===== src/wdcm_pkg.sv =====
// Constants and types for the windowed watchdog with clock monitor
package wdcm_pkg;
	// Register byte offsets
	localparam logic [3:0]  OFS_SVC      = 4'h0;
	localparam logic [3:0]  OFS_CTL      = 4'h4;
	// Service register layout and reset values
	localparam logic [4:0]  SVC_KEY      = 5'h0c;
	localparam int          SVC_CM_BIT   = 0;
	localparam int          SVC_KEY_LSB  = 1;
	localparam int          SVC_WIN_LSB  = 6;
	localparam logic [1:0]  WIN_RST      = 2'h3;
	localparam logic        CM_EN_RST    = 1'b1;
	// Control and status register layout
	localparam int          CTL_HALT     = 0;
	localparam int          CTL_IDLE     = 1;
	localparam int          CTL_CLOCK_DELAY_SEL   = 2;
	localparam int          CTL_XTAL     = 3;
	localparam int          ST_CFG       = 8;
	localparam int          ST_WDF       = 9;
	localparam int          ST_CMF       = 10;
	localparam int          ST_PIN       = 11;
	localparam logic [3:0]  CTL_RST      = 4'h0;
	// Window limits in instruction cycles
	localparam logic [16:0] LOWER_TC     = 17'h00800;
	localparam logic [16:0] UPPER_BASE   = 17'h02000;
	localparam logic [4:0]  HOLD_TC      = 5'h10;
	// Clock monitor reject time, between the 10 kHz and 10 Hz periods
	localparam int          CLK_MHZ      = 200;
	localparam int          CM_TIME_US   = 1000;
	localparam int          CM_CYC       = CM_TIME_US * CLK_MHZ;
	typedef enum logic [2:0] {
		WD_RUN    = 3'b001,
		WD_DRIVE  = 3'b010,
		WD_WAITHI = 3'b100
	} wdcm_wd_t;
	typedef enum logic [2:0] {
		CM_OK    = 3'b001,
		CM_FAULT = 3'b010,
		CM_HOLD  = 3'b100
	} wdcm_cm_t;
endpackage : wdcm_pkg


===== src/wdcm_top.sv =====
// Windowed watchdog and clock monitor with Avalon-MM register access
// Function
// - Watchdog and monitor active from reset
// - Reset leaves 64k window, monitor enabled
// - One keyed configuring write fixes settings
// - Later writes compare window, key, monitor
// - Matching write restarts service window
// - Any field mismatch raises watchdog fault
// - Upper limit expiry raises watchdog fault
// - Service before 2048 cycles is fault
// - Configuring write counts as service
// - First service free of lower limit
// - Drive pin low, hold 16-32 after low
// - Window restarts when pin returns high
// - Services ignored while fault active
// - Pin low at power-up times out
// - Slow clock drives pin, release after hold
// - Never flag over 10 kHz, always below 10 Hz
// - Key field reads back as zeros
// - Watchdog suspended in halt and idle
// - Clock monitor stays active in halt
// - RC option without delay resumes count
// - Crystal or delay restarts window after halt
// - Idle exit performs hardware service
// - Window code selects 8k to 64k limit
// - Key 01100 in bits 5..1, monitor bit 0
//
// Our own choices: the address map and the Avalon-MM slave port.
`timescale 1ns/10ps
module wdcm_top #(
	parameter int CM_CYC_P = wdcm_pkg::CM_CYC
) (
	input  wire logic        clk,
	input  wire logic        rst,
	input  wire logic        ce,
	input  wire logic [3:0]  avs_address,
	input  wire logic        avs_read,
	input  wire logic        avs_write,
	input  wire logic [31:0] avs_writedata,
	input  wire logic [3:0]  avs_byteenable,
	output logic      [31:0] avs_readdata,
	output logic             avs_waitrequest,
	input  wire logic        inst_clk_i,
	input  wire logic        fault_pin_i,
	output logic             fault_pin_o,
	output logic             fault_pin_oe
);
	import wdcm_pkg::*;

	localparam int CMW = $clog2(CM_CYC_P + 1);
	localparam logic [CMW-1:0] CM_MAX = CMW'(CM_CYC_P);

	// Upper limit for a window code
	function automatic logic [16:0] upper_lim(input logic [1:0] code);
		upper_lim = UPPER_BASE << code;
	endfunction : upper_lim

	logic           wait_ff;
	logic [31:0]    rdata_ff;
	logic           ic_s1_ff, ic_s2_ff, ic_s3_ff;
	logic           pin_s1_ff, pin_s2_ff;
	logic [1:0]     win_ff;
	logic           cm_en_ff;
	logic           cfg_ff;
	logic [3:0]     ctl_ff;
	logic [16:0]    cnt_ff;
	wdcm_wd_t       wd_ff;
	wdcm_wd_t       nxt_wd;
	logic [4:0]     wd_hold_ff;
	wdcm_cm_t       cm_ff;
	wdcm_cm_t       nxt_cm;
	logic [4:0]     cm_hold_ff;
	logic [CMW-1:0] gap_ff;
	logic           oe_ff;
	logic           pin_o_ff;

	logic tick, pin_low, acc, acc_wr, svc_wr, ctl_wr, key_ok, svc_ok;
	logic svc_err, svc_valid, susp, halt_exit, idle_exit, restart;
	logic cm_slow, timeout;
	logic [16:0] lim;

	assign avs_readdata    = rdata_ff;
	assign avs_waitrequest = wait_ff;
	assign fault_pin_oe    = oe_ff;
	assign fault_pin_o     = pin_o_ff;

	// Bus strobes: an access completes in the cycle waitrequest is low
	assign acc    = (avs_read | avs_write) & ~wait_ff;
	assign acc_wr = acc & avs_write & avs_byteenable[0];
	assign ctl_wr = acc_wr & (avs_address == OFS_CTL);
	// Services while the watchdog drives the pin or waits for it high are dropped
	assign svc_wr = acc_wr & (avs_address == OFS_SVC) & (wd_ff == WD_RUN);

	// Timing base and pin level
	assign tick    = ic_s2_ff & ~ic_s3_ff;
	assign pin_low = ~pin_s2_ff;
	assign susp    = ctl_ff[CTL_HALT] | ctl_ff[CTL_IDLE];
	assign lim     = upper_lim(win_ff);
	assign timeout = cnt_ff >= lim;
	assign cm_slow = gap_ff == CM_MAX;

	// Service check
	always_comb
	begin
		key_ok = avs_writedata[SVC_KEY_LSB +: 5] == SVC_KEY;
		if (!cfg_ff)
			svc_ok = key_ok;
		else
			svc_ok = key_ok && (avs_writedata[SVC_WIN_LSB +: 2] == win_ff)
				&& (avs_writedata[SVC_CM_BIT] == cm_en_ff)
				&& (cnt_ff >= LOWER_TC);
		svc_err   = svc_wr & ~svc_ok;
		svc_valid = svc_wr & svc_ok;
	end

	// Low-power exits decoded from control writes
	assign halt_exit = ctl_wr & ctl_ff[CTL_HALT] & ~avs_writedata[CTL_HALT];
	assign idle_exit = ctl_wr & ctl_ff[CTL_IDLE] & ~avs_writedata[CTL_IDLE];
	// RC without delay resumes; crystal or delay restarts
	assign restart = svc_valid | idle_exit
		| (halt_exit & (ctl_ff[CTL_XTAL] | ctl_ff[CTL_CLOCK_DELAY_SEL]))
		| ((wd_ff == WD_WAITHI) & ~pin_low);

	// Bus handshake: one wait cycle, then a single ready cycle
	always_ff @(posedge clk or posedge rst)
	begin
		if (rst)
			wait_ff <= 1'b1;
		else if (ce)
			wait_ff <= ~((avs_read | avs_write) & wait_ff);
	end

	// Read data captured while the request waits; key bits read as zero
	always_ff @(posedge clk or posedge rst)
	begin
		if (rst)
			rdata_ff <= 32'h0;
		else if (ce && avs_read && wait_ff)
		begin
			rdata_ff <= 32'h0;
			if (avs_address == OFS_SVC)
			begin
				rdata_ff[SVC_WIN_LSB +: 2] <= win_ff;
				rdata_ff[SVC_CM_BIT]       <= cm_en_ff;
			end
			else if (avs_address == OFS_CTL)
			begin
				rdata_ff[3:0]    <= ctl_ff;
				rdata_ff[ST_CFG] <= cfg_ff;
				rdata_ff[ST_WDF] <= wd_ff != WD_RUN;
				rdata_ff[ST_CMF] <= cm_ff != CM_OK;
				rdata_ff[ST_PIN] <= pin_s2_ff;
			end
		end
	end

	// Synchronisers for the instruction clock and the fault pin
	always_ff @(posedge clk or posedge rst)
	begin
		if (rst)
		begin
			ic_s1_ff  <= 1'b0;
			ic_s2_ff  <= 1'b0;
			ic_s3_ff  <= 1'b0;
			pin_s1_ff <= 1'b1;
			pin_s2_ff <= 1'b1;
		end
		else if (ce)
		begin
			ic_s1_ff  <= inst_clk_i;
			ic_s2_ff  <= ic_s1_ff;
			ic_s3_ff  <= ic_s2_ff;
			pin_s1_ff <= fault_pin_i;
			pin_s2_ff <= pin_s1_ff;
		end
	end

	// Configuration: fixed once by the first keyed write
	always_ff @(posedge clk or posedge rst)
	begin
		if (rst)
		begin
			win_ff   <= WIN_RST;
			cm_en_ff <= CM_EN_RST;
			cfg_ff   <= 1'b0;
		end
		else if (ce && svc_valid && !cfg_ff)
		begin
			win_ff   <= avs_writedata[SVC_WIN_LSB +: 2];
			cm_en_ff <= avs_writedata[SVC_CM_BIT];
			cfg_ff   <= 1'b1;
		end
	end

	// Low-power mode and oscillator option bits
	always_ff @(posedge clk or posedge rst)
	begin
		if (rst)
			ctl_ff <= CTL_RST;
		else if (ce && ctl_wr)
			ctl_ff <= avs_writedata[3:0];
	end

	// Window counter, frozen in low-power modes and saturating at the limit
	always_ff @(posedge clk or posedge rst)
	begin
		if (rst)
			cnt_ff <= 17'h0;
		else if (ce)
		begin
			if (restart)
				cnt_ff <= 17'h0;
			else if (wd_ff == WD_RUN && !susp && tick && !timeout)
				cnt_ff <= cnt_ff + 17'h1;
		end
	end

	// Watchdog fault sequence
	always_comb
	begin
		nxt_wd = wd_ff;
		case (wd_ff)
			WD_RUN:
				if (!susp && (svc_err || timeout))
					nxt_wd = WD_DRIVE;
			WD_DRIVE:
				if (tick && pin_low && wd_hold_ff == HOLD_TC - 5'h1)
					nxt_wd = WD_WAITHI;
			WD_WAITHI:
				if (!pin_low)
					nxt_wd = WD_RUN;
			default:
				nxt_wd = WD_RUN;
		endcase
	end

	// Hold count starts only once the pin is seen low
	always_ff @(posedge clk or posedge rst)
	begin
		if (rst)
		begin
			wd_ff      <= WD_RUN;
			wd_hold_ff <= 5'h0;
		end
		else if (ce)
		begin
			wd_ff <= nxt_wd;
			if (wd_ff != WD_DRIVE)
				wd_hold_ff <= 5'h0;
			else if (tick && pin_low)
				wd_hold_ff <= wd_hold_ff + 5'h1;
		end
	end

	// Clock gap counter; our clock keeps running through halt
	always_ff @(posedge clk or posedge rst)
	begin
		if (rst)
			gap_ff <= '0;
		else if (ce)
		begin
			if (tick)
				gap_ff <= '0;
			else if (!cm_slow)
				gap_ff <= gap_ff + CMW'(1);
		end
	end

	// Clock monitor fault sequence
	always_comb
	begin
		nxt_cm = cm_ff;
		case (cm_ff)
			CM_OK:
				if (cm_en_ff && cm_slow)
					nxt_cm = CM_FAULT;
			CM_FAULT:
				if (!cm_en_ff)
					nxt_cm = CM_OK;
				else if (!cm_slow)
					nxt_cm = CM_HOLD;
			CM_HOLD:
				if (!cm_en_ff)
					nxt_cm = CM_OK;
				else if (cm_slow)
					nxt_cm = CM_FAULT;
				else if (tick && cm_hold_ff == HOLD_TC - 5'h1)
					nxt_cm = CM_OK;
			default:
				nxt_cm = CM_OK;
		endcase
	end

	always_ff @(posedge clk or posedge rst)
	begin
		if (rst)
		begin
			cm_ff      <= CM_OK;
			cm_hold_ff <= 5'h0;
		end
		else if (ce)
		begin
			cm_ff <= nxt_cm;
			if (cm_ff != CM_HOLD)
				cm_hold_ff <= 5'h0;
			else if (tick)
				cm_hold_ff <= cm_hold_ff + 5'h1;
		end
	end

	// Shared open-drain driver; either source pulls low
	always_ff @(posedge clk or posedge rst)
	begin
		if (rst)
		begin
			oe_ff    <= 1'b0;
			pin_o_ff <= 1'b0;
		end
		else if (ce)
		begin
			oe_ff    <= (nxt_wd == WD_DRIVE) | (nxt_cm != CM_OK);
			pin_o_ff <= 1'b0;
		end
	end

	// Checks
	AST_ARM: assert property (@(posedge clk) disable iff (rst)
		$fell(rst) |-> win_ff == WIN_RST && cm_en_ff && !cfg_ff)
		else $error("not armed after reset");
	AST_UPPER: assert property (@(posedge clk) disable iff (rst)
		ce && wd_ff == WD_RUN && !susp && cnt_ff >= upper_lim(win_ff)
		|=> wd_ff == WD_DRIVE && oe_ff)
		else $error("timeout not flagged");
	AST_BADKEY: assert property (@(posedge clk) disable iff (rst)
		ce && svc_wr && !susp && !key_ok |=> wd_ff == WD_DRIVE)
		else $error("bad key not flagged");
	AST_EARLY: assert property (@(posedge clk) disable iff (rst)
		ce && svc_wr && !susp && cfg_ff && cnt_ff < LOWER_TC |=> oe_ff)
		else $error("early service not flagged");
	AST_FIRST: assert property (@(posedge clk) disable iff (rst)
		ce && svc_wr && !cfg_ff && key_ok
		|=> cfg_ff && cnt_ff == 17'h0 && wd_ff == WD_RUN)
		else $error("first service mishandled");
	AST_IGNORE: assert property (@(posedge clk) disable iff (rst)
		ce && wd_ff != WD_RUN |=> $stable(win_ff) && $stable(cfg_ff))
		else $error("service taken during fault");
	AST_READKEY: assert property (@(posedge clk) disable iff (rst)
		ce && avs_read && wait_ff && avs_address == OFS_SVC
		|=> rdata_ff[5:1] == 5'h0 && !avs_waitrequest)
		else $error("key visible on read");
	AST_CMF: assert property (@(posedge clk) disable iff (rst)
		ce && cm_en_ff && cm_slow |=> cm_ff != CM_OK ##0 oe_ff)
		else $error("slow clock not flagged");
	AST_IDLEX: assert property (@(posedge clk) disable iff (rst)
		ce && idle_exit |=> cnt_ff == 17'h0)
		else $error("idle exit no service");
	AST_RELEASE: assert property (@(posedge clk) disable iff (rst)
		ce && wd_ff == WD_DRIVE && nxt_wd == WD_WAITHI && cm_ff == CM_OK
		&& nxt_cm == CM_OK |=> !oe_ff)
		else $error("pin not released");
	AST_RESUME: assert property (@(posedge clk) disable iff (rst)
		ce && halt_exit && !ctl_ff[CTL_XTAL] && !ctl_ff[CTL_CLOCK_DELAY_SEL] && !idle_exit
		&& wd_ff == WD_RUN |=> cnt_ff == $past(cnt_ff))
		else $error("count not resumed after halt");
	AST_HALTRST: assert property (@(posedge clk) disable iff (rst)
		ce && halt_exit && (ctl_ff[CTL_XTAL] || ctl_ff[CTL_CLOCK_DELAY_SEL]) |=> cnt_ff == 17'h0)
		else $error("window not restarted after halt");
	C_HALTRST: cover property (@(posedge clk) disable iff (rst)
		ce && halt_exit && ctl_ff[CTL_XTAL]);
	C_VALID: cover property (@(posedge clk) disable iff (rst)
		ce && svc_valid && cfg_ff);
	C_TIMEOUT: cover property (@(posedge clk) disable iff (rst)
		ce && wd_ff == WD_RUN && nxt_wd == WD_DRIVE && timeout);
	C_CMREC: cover property (@(posedge clk) disable iff (rst)
		ce && cm_ff == CM_HOLD && nxt_cm == CM_OK);
endmodule : wdcm_top


===== config.mk =====
export PLATFORM = sky130hd
export DESIGN_NAME = wdcm_top
export DESIGN_NICKNAME = d
export VERILOG_FILES = /design/src/wdcm_pkg.sv /design/src/wdcm_top.sv
export SDC_FILE = /design/constraint.sdc
export NUM_CORES = 1
export LEC_CHECK = 0
export BUFFER_PORTS_ARGS = -buffer_cell sky130_fd_sc_hd__buf_4
export CORE_UTILIZATION = 45
export DETAILED_ROUTE_END_ITERATION = 10
export PLACE_DENSITY = 0.77
export REMOVE_ABC_BUFFERS = 1
export SLEW_MARGIN = 10
export SYNTH_ARGS = -nofsm -noshare
export SYNTH_HDL_FRONTEND = slang
export SYNTH_SLANG_ARGS = --single-unit

===== constraint.sdc =====
create_clock -name clk -period 3.4 [get_ports clk]
set_input_delay 0.68 -clock clk [delete_from_list [all_inputs] [get_ports clk]]
set_output_delay 0.68 -clock clk [all_outputs]
set_load 0.01 [all_outputs]

# After elaboration in Yosys (flattened, before gate mapping)
# Index checks and enable logic that the tools add are counted.
[totals]
input_bits = 47
output_inout_bits = 35
wordCells = 129
register_bits = 76
[op_classes]
n_mux = 26
n_shift = 1
order_cmp = 2
addsub = 4
n_reduce_logical = 28
n_eq_ne = 20
bitwise = 30
[ops]
columns = ["cell", "n"]
rows = [
  ["two-way mux 18 bit", 2],
  ["two-way mux 17 bit", 2],
  ["two-way mux 3 bit", 10],
  ["two-way mux 5 bit", 4],
  ["adder 18 x 1 -> 18 bit, second input constant", 1],
  ["equality test 18 bit, second input constant", 1],
  ["case mux 3 bit (3 select lines)", 2],
  ["adder 17 x 1 -> 17 bit, second input constant", 1],
  [">= comparator 17 x 12 -> 1 bit, second input constant", 1],
  [">= comparator 17 bit", 1],
  ["left shift 14 x 2 -> 17 bit, first input constant", 1],
  ["bitwise AND 1 bit", 16],
  ["logical AND 1 bit", 16],
  ["equality test 5 x 4 -> 1 bit, second input constant", 3],
  ["two-way mux 4 bit", 3],
  ["adder 5 x 1 -> 5 bit, second input constant", 2],
  ["equality test 3 x 2 -> 1 bit, second input constant", 3],
  ["!= test 3 x 1 -> 1 bit, second input constant", 3],
  ["AND reduction 2 bit", 4],
  ["inverter 1 bit", 7],
  ["OR 1 bit", 7],
  ["equality test 3 x 1 -> 1 bit, second input constant", 2],
  ["equality test 3 bit, second input constant", 2],
  ["nonzero test 2 bit", 3],
  ["other kinds (11)", 14],
]

# Depth between registers and ports, before layout
[logic_depth]
depth_word = 13
ltp_mapped = 8
ltp_nobuf = 8

# Worst setup path before layout
# No wires, ideal clock.
[synth_timing]
path_type = "register -> register"
startpoint = "register wd_ff[0]"
endpoint = "register cnt_ff[10]"
n_path_buf = 2
period_less_slack_ps = 2270
t_arrival_ps = 2140
path_slack_ps = 1130
required_time_ps = 3270
path_stages_with_launch = 8
setup_ps = 130
cell_sequence = "dfstp_2 -> or3b_1 -> or4_1 -> buf_2 -> buf_6 -> nor4_2 -> xnor2_1 -> nor2_2"
[synth_via]
elab_chain_cells = 8
elab_cells_between_ends = 14
cone_classes = "eq/ne (2); mux (1); bitwise (6); reduce/logical (5)"
[synth_lines]
columns = ["item", "line_no", "text"]
rows = [
  ["from (decl)", "wdcm_top.sv:67", "wdcm_wd_t wd_ff;"],
  ["from (signal assigned)", "wdcm_top.sv:247", "wd_ff <= nxt_wd;"],
  ["equality test 3 x 1 -> 1 bit", "wdcm_top.sv:92, wdcm_top.sv:213", ""],
  ["bitwise AND 1 bit", "wdcm_top.sv:92", "assign svc_wr = acc_wr & (avs_address == OFS_SVC) & (wd_ff == WD_RUN);"],
  ["bitwise AND 1 bit", "wdcm_top.sv:113", "svc_valid = svc_wr & svc_ok;"],
  ["OR 1 bit", "wdcm_top.sv:120", "assign restart = svc_valid | idle_exit"],
  ["OR 1 bit", "wdcm_top.sv:121", "| (halt_exit & (ctl_ff[CTL_XTAL] | ctl_ff[CTL_CLOCK_DELAY_SEL]))"],
  ["OR 1 bit", "wdcm_top.sv:122", "| ((wd_ff == WD_WAITHI) & ~pin_low);"],
  ["nonzero test 2 bit (no line)", "n/a", ""],
  ["AND reduction 2 bit (no line)", "n/a", ""],
  ["to (signal assigned)", "wdcm_top.sv:214", "cnt_ff <= cnt_ff + 17'h1;"],
  ["to (decl)", "wdcm_top.sv:66", "logic [16:0] cnt_ff;"],
]
# Several ways; a longest one is shown, not always the timed one.
# A chain may end at the register's enable or synchronous reset.

# Final worst setup path
[layout_timing]
startpoint = "register wd_ff[0]"
endpoint = "register cnt_ff[4]"
# Same word-level chain as after synthesis.

==> metrics.yaml <==
sta:
  fin_setup_tns_ns: 0
  rsz0062_at_grt: "false"
  skew_ns: 0.0106
  whs_ns: 0.472
  finalSetupViolCount: 0
  period_minus_slack_ns: 2.64
  worst_pin_slew_ns: 0.887
  hold_viol: 0
  maxSlewViolCount: 0
  timing.fmax_mhz: 379
  slew_headroom: 0.403
  post-route-period-util: 0.777
  layout_setup_ws_ns: 0.759
clock_network:
  cts.repair.resized: 0
  cts_buffers: 9
  hold_buffers: 0
  clk_pin_slew_ns: 0.08
  clockBufferDepth: 2
  htree_levels: 3
  clock-sinks: 76
  root_buffer: "clkbuf_8"
  insertion_delay_ns: 0.35
  cts_tree: "yes"
  cts_setup_buffers: 0
die:
  fp.dieH_um: 99.7
  rows: 35
  die_area_um2: 9930
  core_area_um2: 9240
  dieWidth_um: 99.7
  initial_core_util: 0.465
  io_pins: 82
synth:
  yosysMostFrequentCell: "dfrtp_1"
  synthesis.area_um2: 4290
  synth_top_area_frac: 0.396
  ys_seq_area_frac: 0.445
  yosys-top-cells-count: "dfrtp_1 (68), nor2_1 (45), nand2_1 (39), buf_4 (23), xnor2_1 (21)"
  synthFlopType: "dfrtp_1"
  synth_top_cell_by_area: "dfrtp_1"
  synth_area_per_cell_um2: 9.87
  yosysWarnings: 0
  synthCells: 435
  ys_ff_latch: 76
  yosys-top-cells-area: "dfrtp_1 (40%), dfstp_2 (4.9%), xnor2_1 (4.3%), buf_4 (4.0%), nor2_1 (3.9%)"
  async_reset_ff_frac: 1.00
  synthDistinctLibCells: 60
  synth_edf_count: 0
final_layout:
  fin_util: 0.515
  final_nets: 528
  layout-drive-gt1-share: 0.207
  area_delta_synth_final_pct: 10.8
  num_antenna_cells: 0
detailed_routing:
  drt-pass1-iter-count: 4
  avgRoutedWirePerCell_um: 13.9
  ant_nets: 0
  routed_wl_mm: 8.36
  vias: 3202
  dr.first_iter.drc_count: 187
  vias_per_cell: 5.31
  drc: 0
power_and_ir_drop:
  p_per_area_nw_per_um2: 419
  intPower_mw: 1.43
  switching_share: 0.281
  seqPwrFrac: 0.523
  ir_drop_v: 0.000338
  p_sw_mw: 0.559
  p_comb_frac: 0.128
  clockPowerShare: 0.349
  leakage_nw: 2.10
hold_path:
  hold_path_class: "input port to async pin"
setup_path:
  crit_type: "flip-flop to flip-flop"
  crit_fanout: 16
  cp_cell_sequence: "or3b_1, or4_1, nor4b_1, xnor2_1, nor2_1"
  cp.arrival_ns: 2.86
  slowest_delay_ns: 0.84
  startpoint_type: "flip-flop"
  crit_buf_inv: 0
  critPathTopFamily: "simple AND/OR/NAND/NOR gates"
  end_kind: "flip-flop"
  required_ns: 3.61
  cp_slowest_cell: "or4_1"
grt:
  grt_pass1_wl_mm: 14.4
  grt_pass1_vias: 3153
  track_usage: 0.184
  antenna_found_initial: 0
  gr-total-overflow: 0
  grt_max_degree: 38
outcome:
  status: "finished clean"
placed_design:
  dp_slack_ns: 0.734
  place_congestion: 0.777
  portBuffers: 31
  hpwl_mm: 6.05
run:
  cap_violations: 0
-- cells in the final DEF, fill, tap and decap left out, types with 3 or more instances in the layout --
master,n
nor2_1,45
nor3_1,8
nor2_2,6
clkbuf_8,10
and3_1,6
nor4_2,6
xnor2_1,21
buf_4,39
dfstp_2,8
o32ai_1,3
nor2b_1,6
xor2_1,17
nand2b_1,7
ha_1,12
o211ai_1,4
o31ai_1,4
o21ai_0,20
mux2_2,14
dfrtp_1,68
and2_1,6
inv_1,14
a21oi_1,6
nand4_1,12
nand2_1,39
nor4b_1,3
a22oi_1,3
conb_1,23
nor4_1,9
nand3b_1,3
and4_1,3
nand3_1,10
-- worst paths after layout --
kind	from	endpoint	slack (ns)	cells after the start
setup / recovery	wd_ff[0]	cnt_ff[4]	0.76	5
hold / removal	rst	gap_ff[14]	0.47	2
setup reg to reg	wd_ff[0]	cnt_ff[4]	0.76	5
hold reg to reg	cm_hold_ff[4]	cm_hold_ff[4]	0.49	2
max in group asynchronous	rst	win_ff[1]	2.14	3
min in group clk	cm_hold_ff[4]	cm_hold_ff[4]	0.49	2
-- logic make-up (layout without fill, tap and decap cells) --
logic type      count (synthesis)  in the layout  synth area share
mux                            14             14            0.0367
other cells                     1             23          0.000874
buf+inv                        53             70            0.0769
compound gates                 56             56            0.0874
fa+ha+maj                      12             12            0.0350
flops                          76             76             0.445
xor+xnor                       38             38            0.0775
simple gates                  185            185             0.240
-- state kept, by name, summed over array words and instances (netlist names), 2 cells and up --
| name | cells |
|---|---|
| win_ff | 2 |
| gap_ff | 18 |
| cnt_ff | 17 |
| cm_hold_ff | 5 |
| ctl_ff | 4 |
| avs_readdata | 10 |
| cm_ff | 3 |
| wd_ff | 3 |
| wd_hold_ff | 5 |
-- power groups by stage --
| stage | sequential (mW) | clock (mW) | combinational (mW) |
|---|---|---|---|
| 4_1_cts | 1.04 | 0.717 | 0.257 |
| 6_report | 1.04 | 0.696 | 0.254 |
| 5_1_grt | 1.05 | 0.753 | 0.290 |
| 3_5_place_dp | 1.06 | 0 | 0.256 |
| 3_3_place_gp | 1.05 | 0 | 0.248 |
| 2_1_floorplan | 1.04 | 0 | 0.180 |
-- metal layers --
layer	vias up	routed length [um]	global-route usage
met3	12	317	0.0422
met1	1555	3770	0.232
li1	1559	-	-
met5	-	0	0
met4	0	108	0.0509
met2	76	4170	0.316
-- worst reg2reg max path, delay by kind of cell (launching register included) --
kind	cells	cell delay, ns
DFF	1	0.59
and+or+nand+nor	4	1.76
xor gates and xnor gates	1	0.16
-- stage by stage --
step,instance area [um^2],power (mW),cells
floorplan,4100,1.22,419
global placement,4560,1.30,587
detailed placement,4560,1.31,587
CTS,4760,2.02,603
global route,4760,2.10,603
finish,4760,1.99,603
-- cell type report --
cell class / count / area [um^2]
clock inverter: 6 / 63.8
multi-input combinational: 328 / 2130
inverter: 15 / 56.3
timing repair buffer: 39 / 293
fill: 825 / 4480
clock buffer: 10 / 138
tap: 129 / 161
sequential: 76 / 1910
Note: power is estimated with default switching activity, not from simulation.
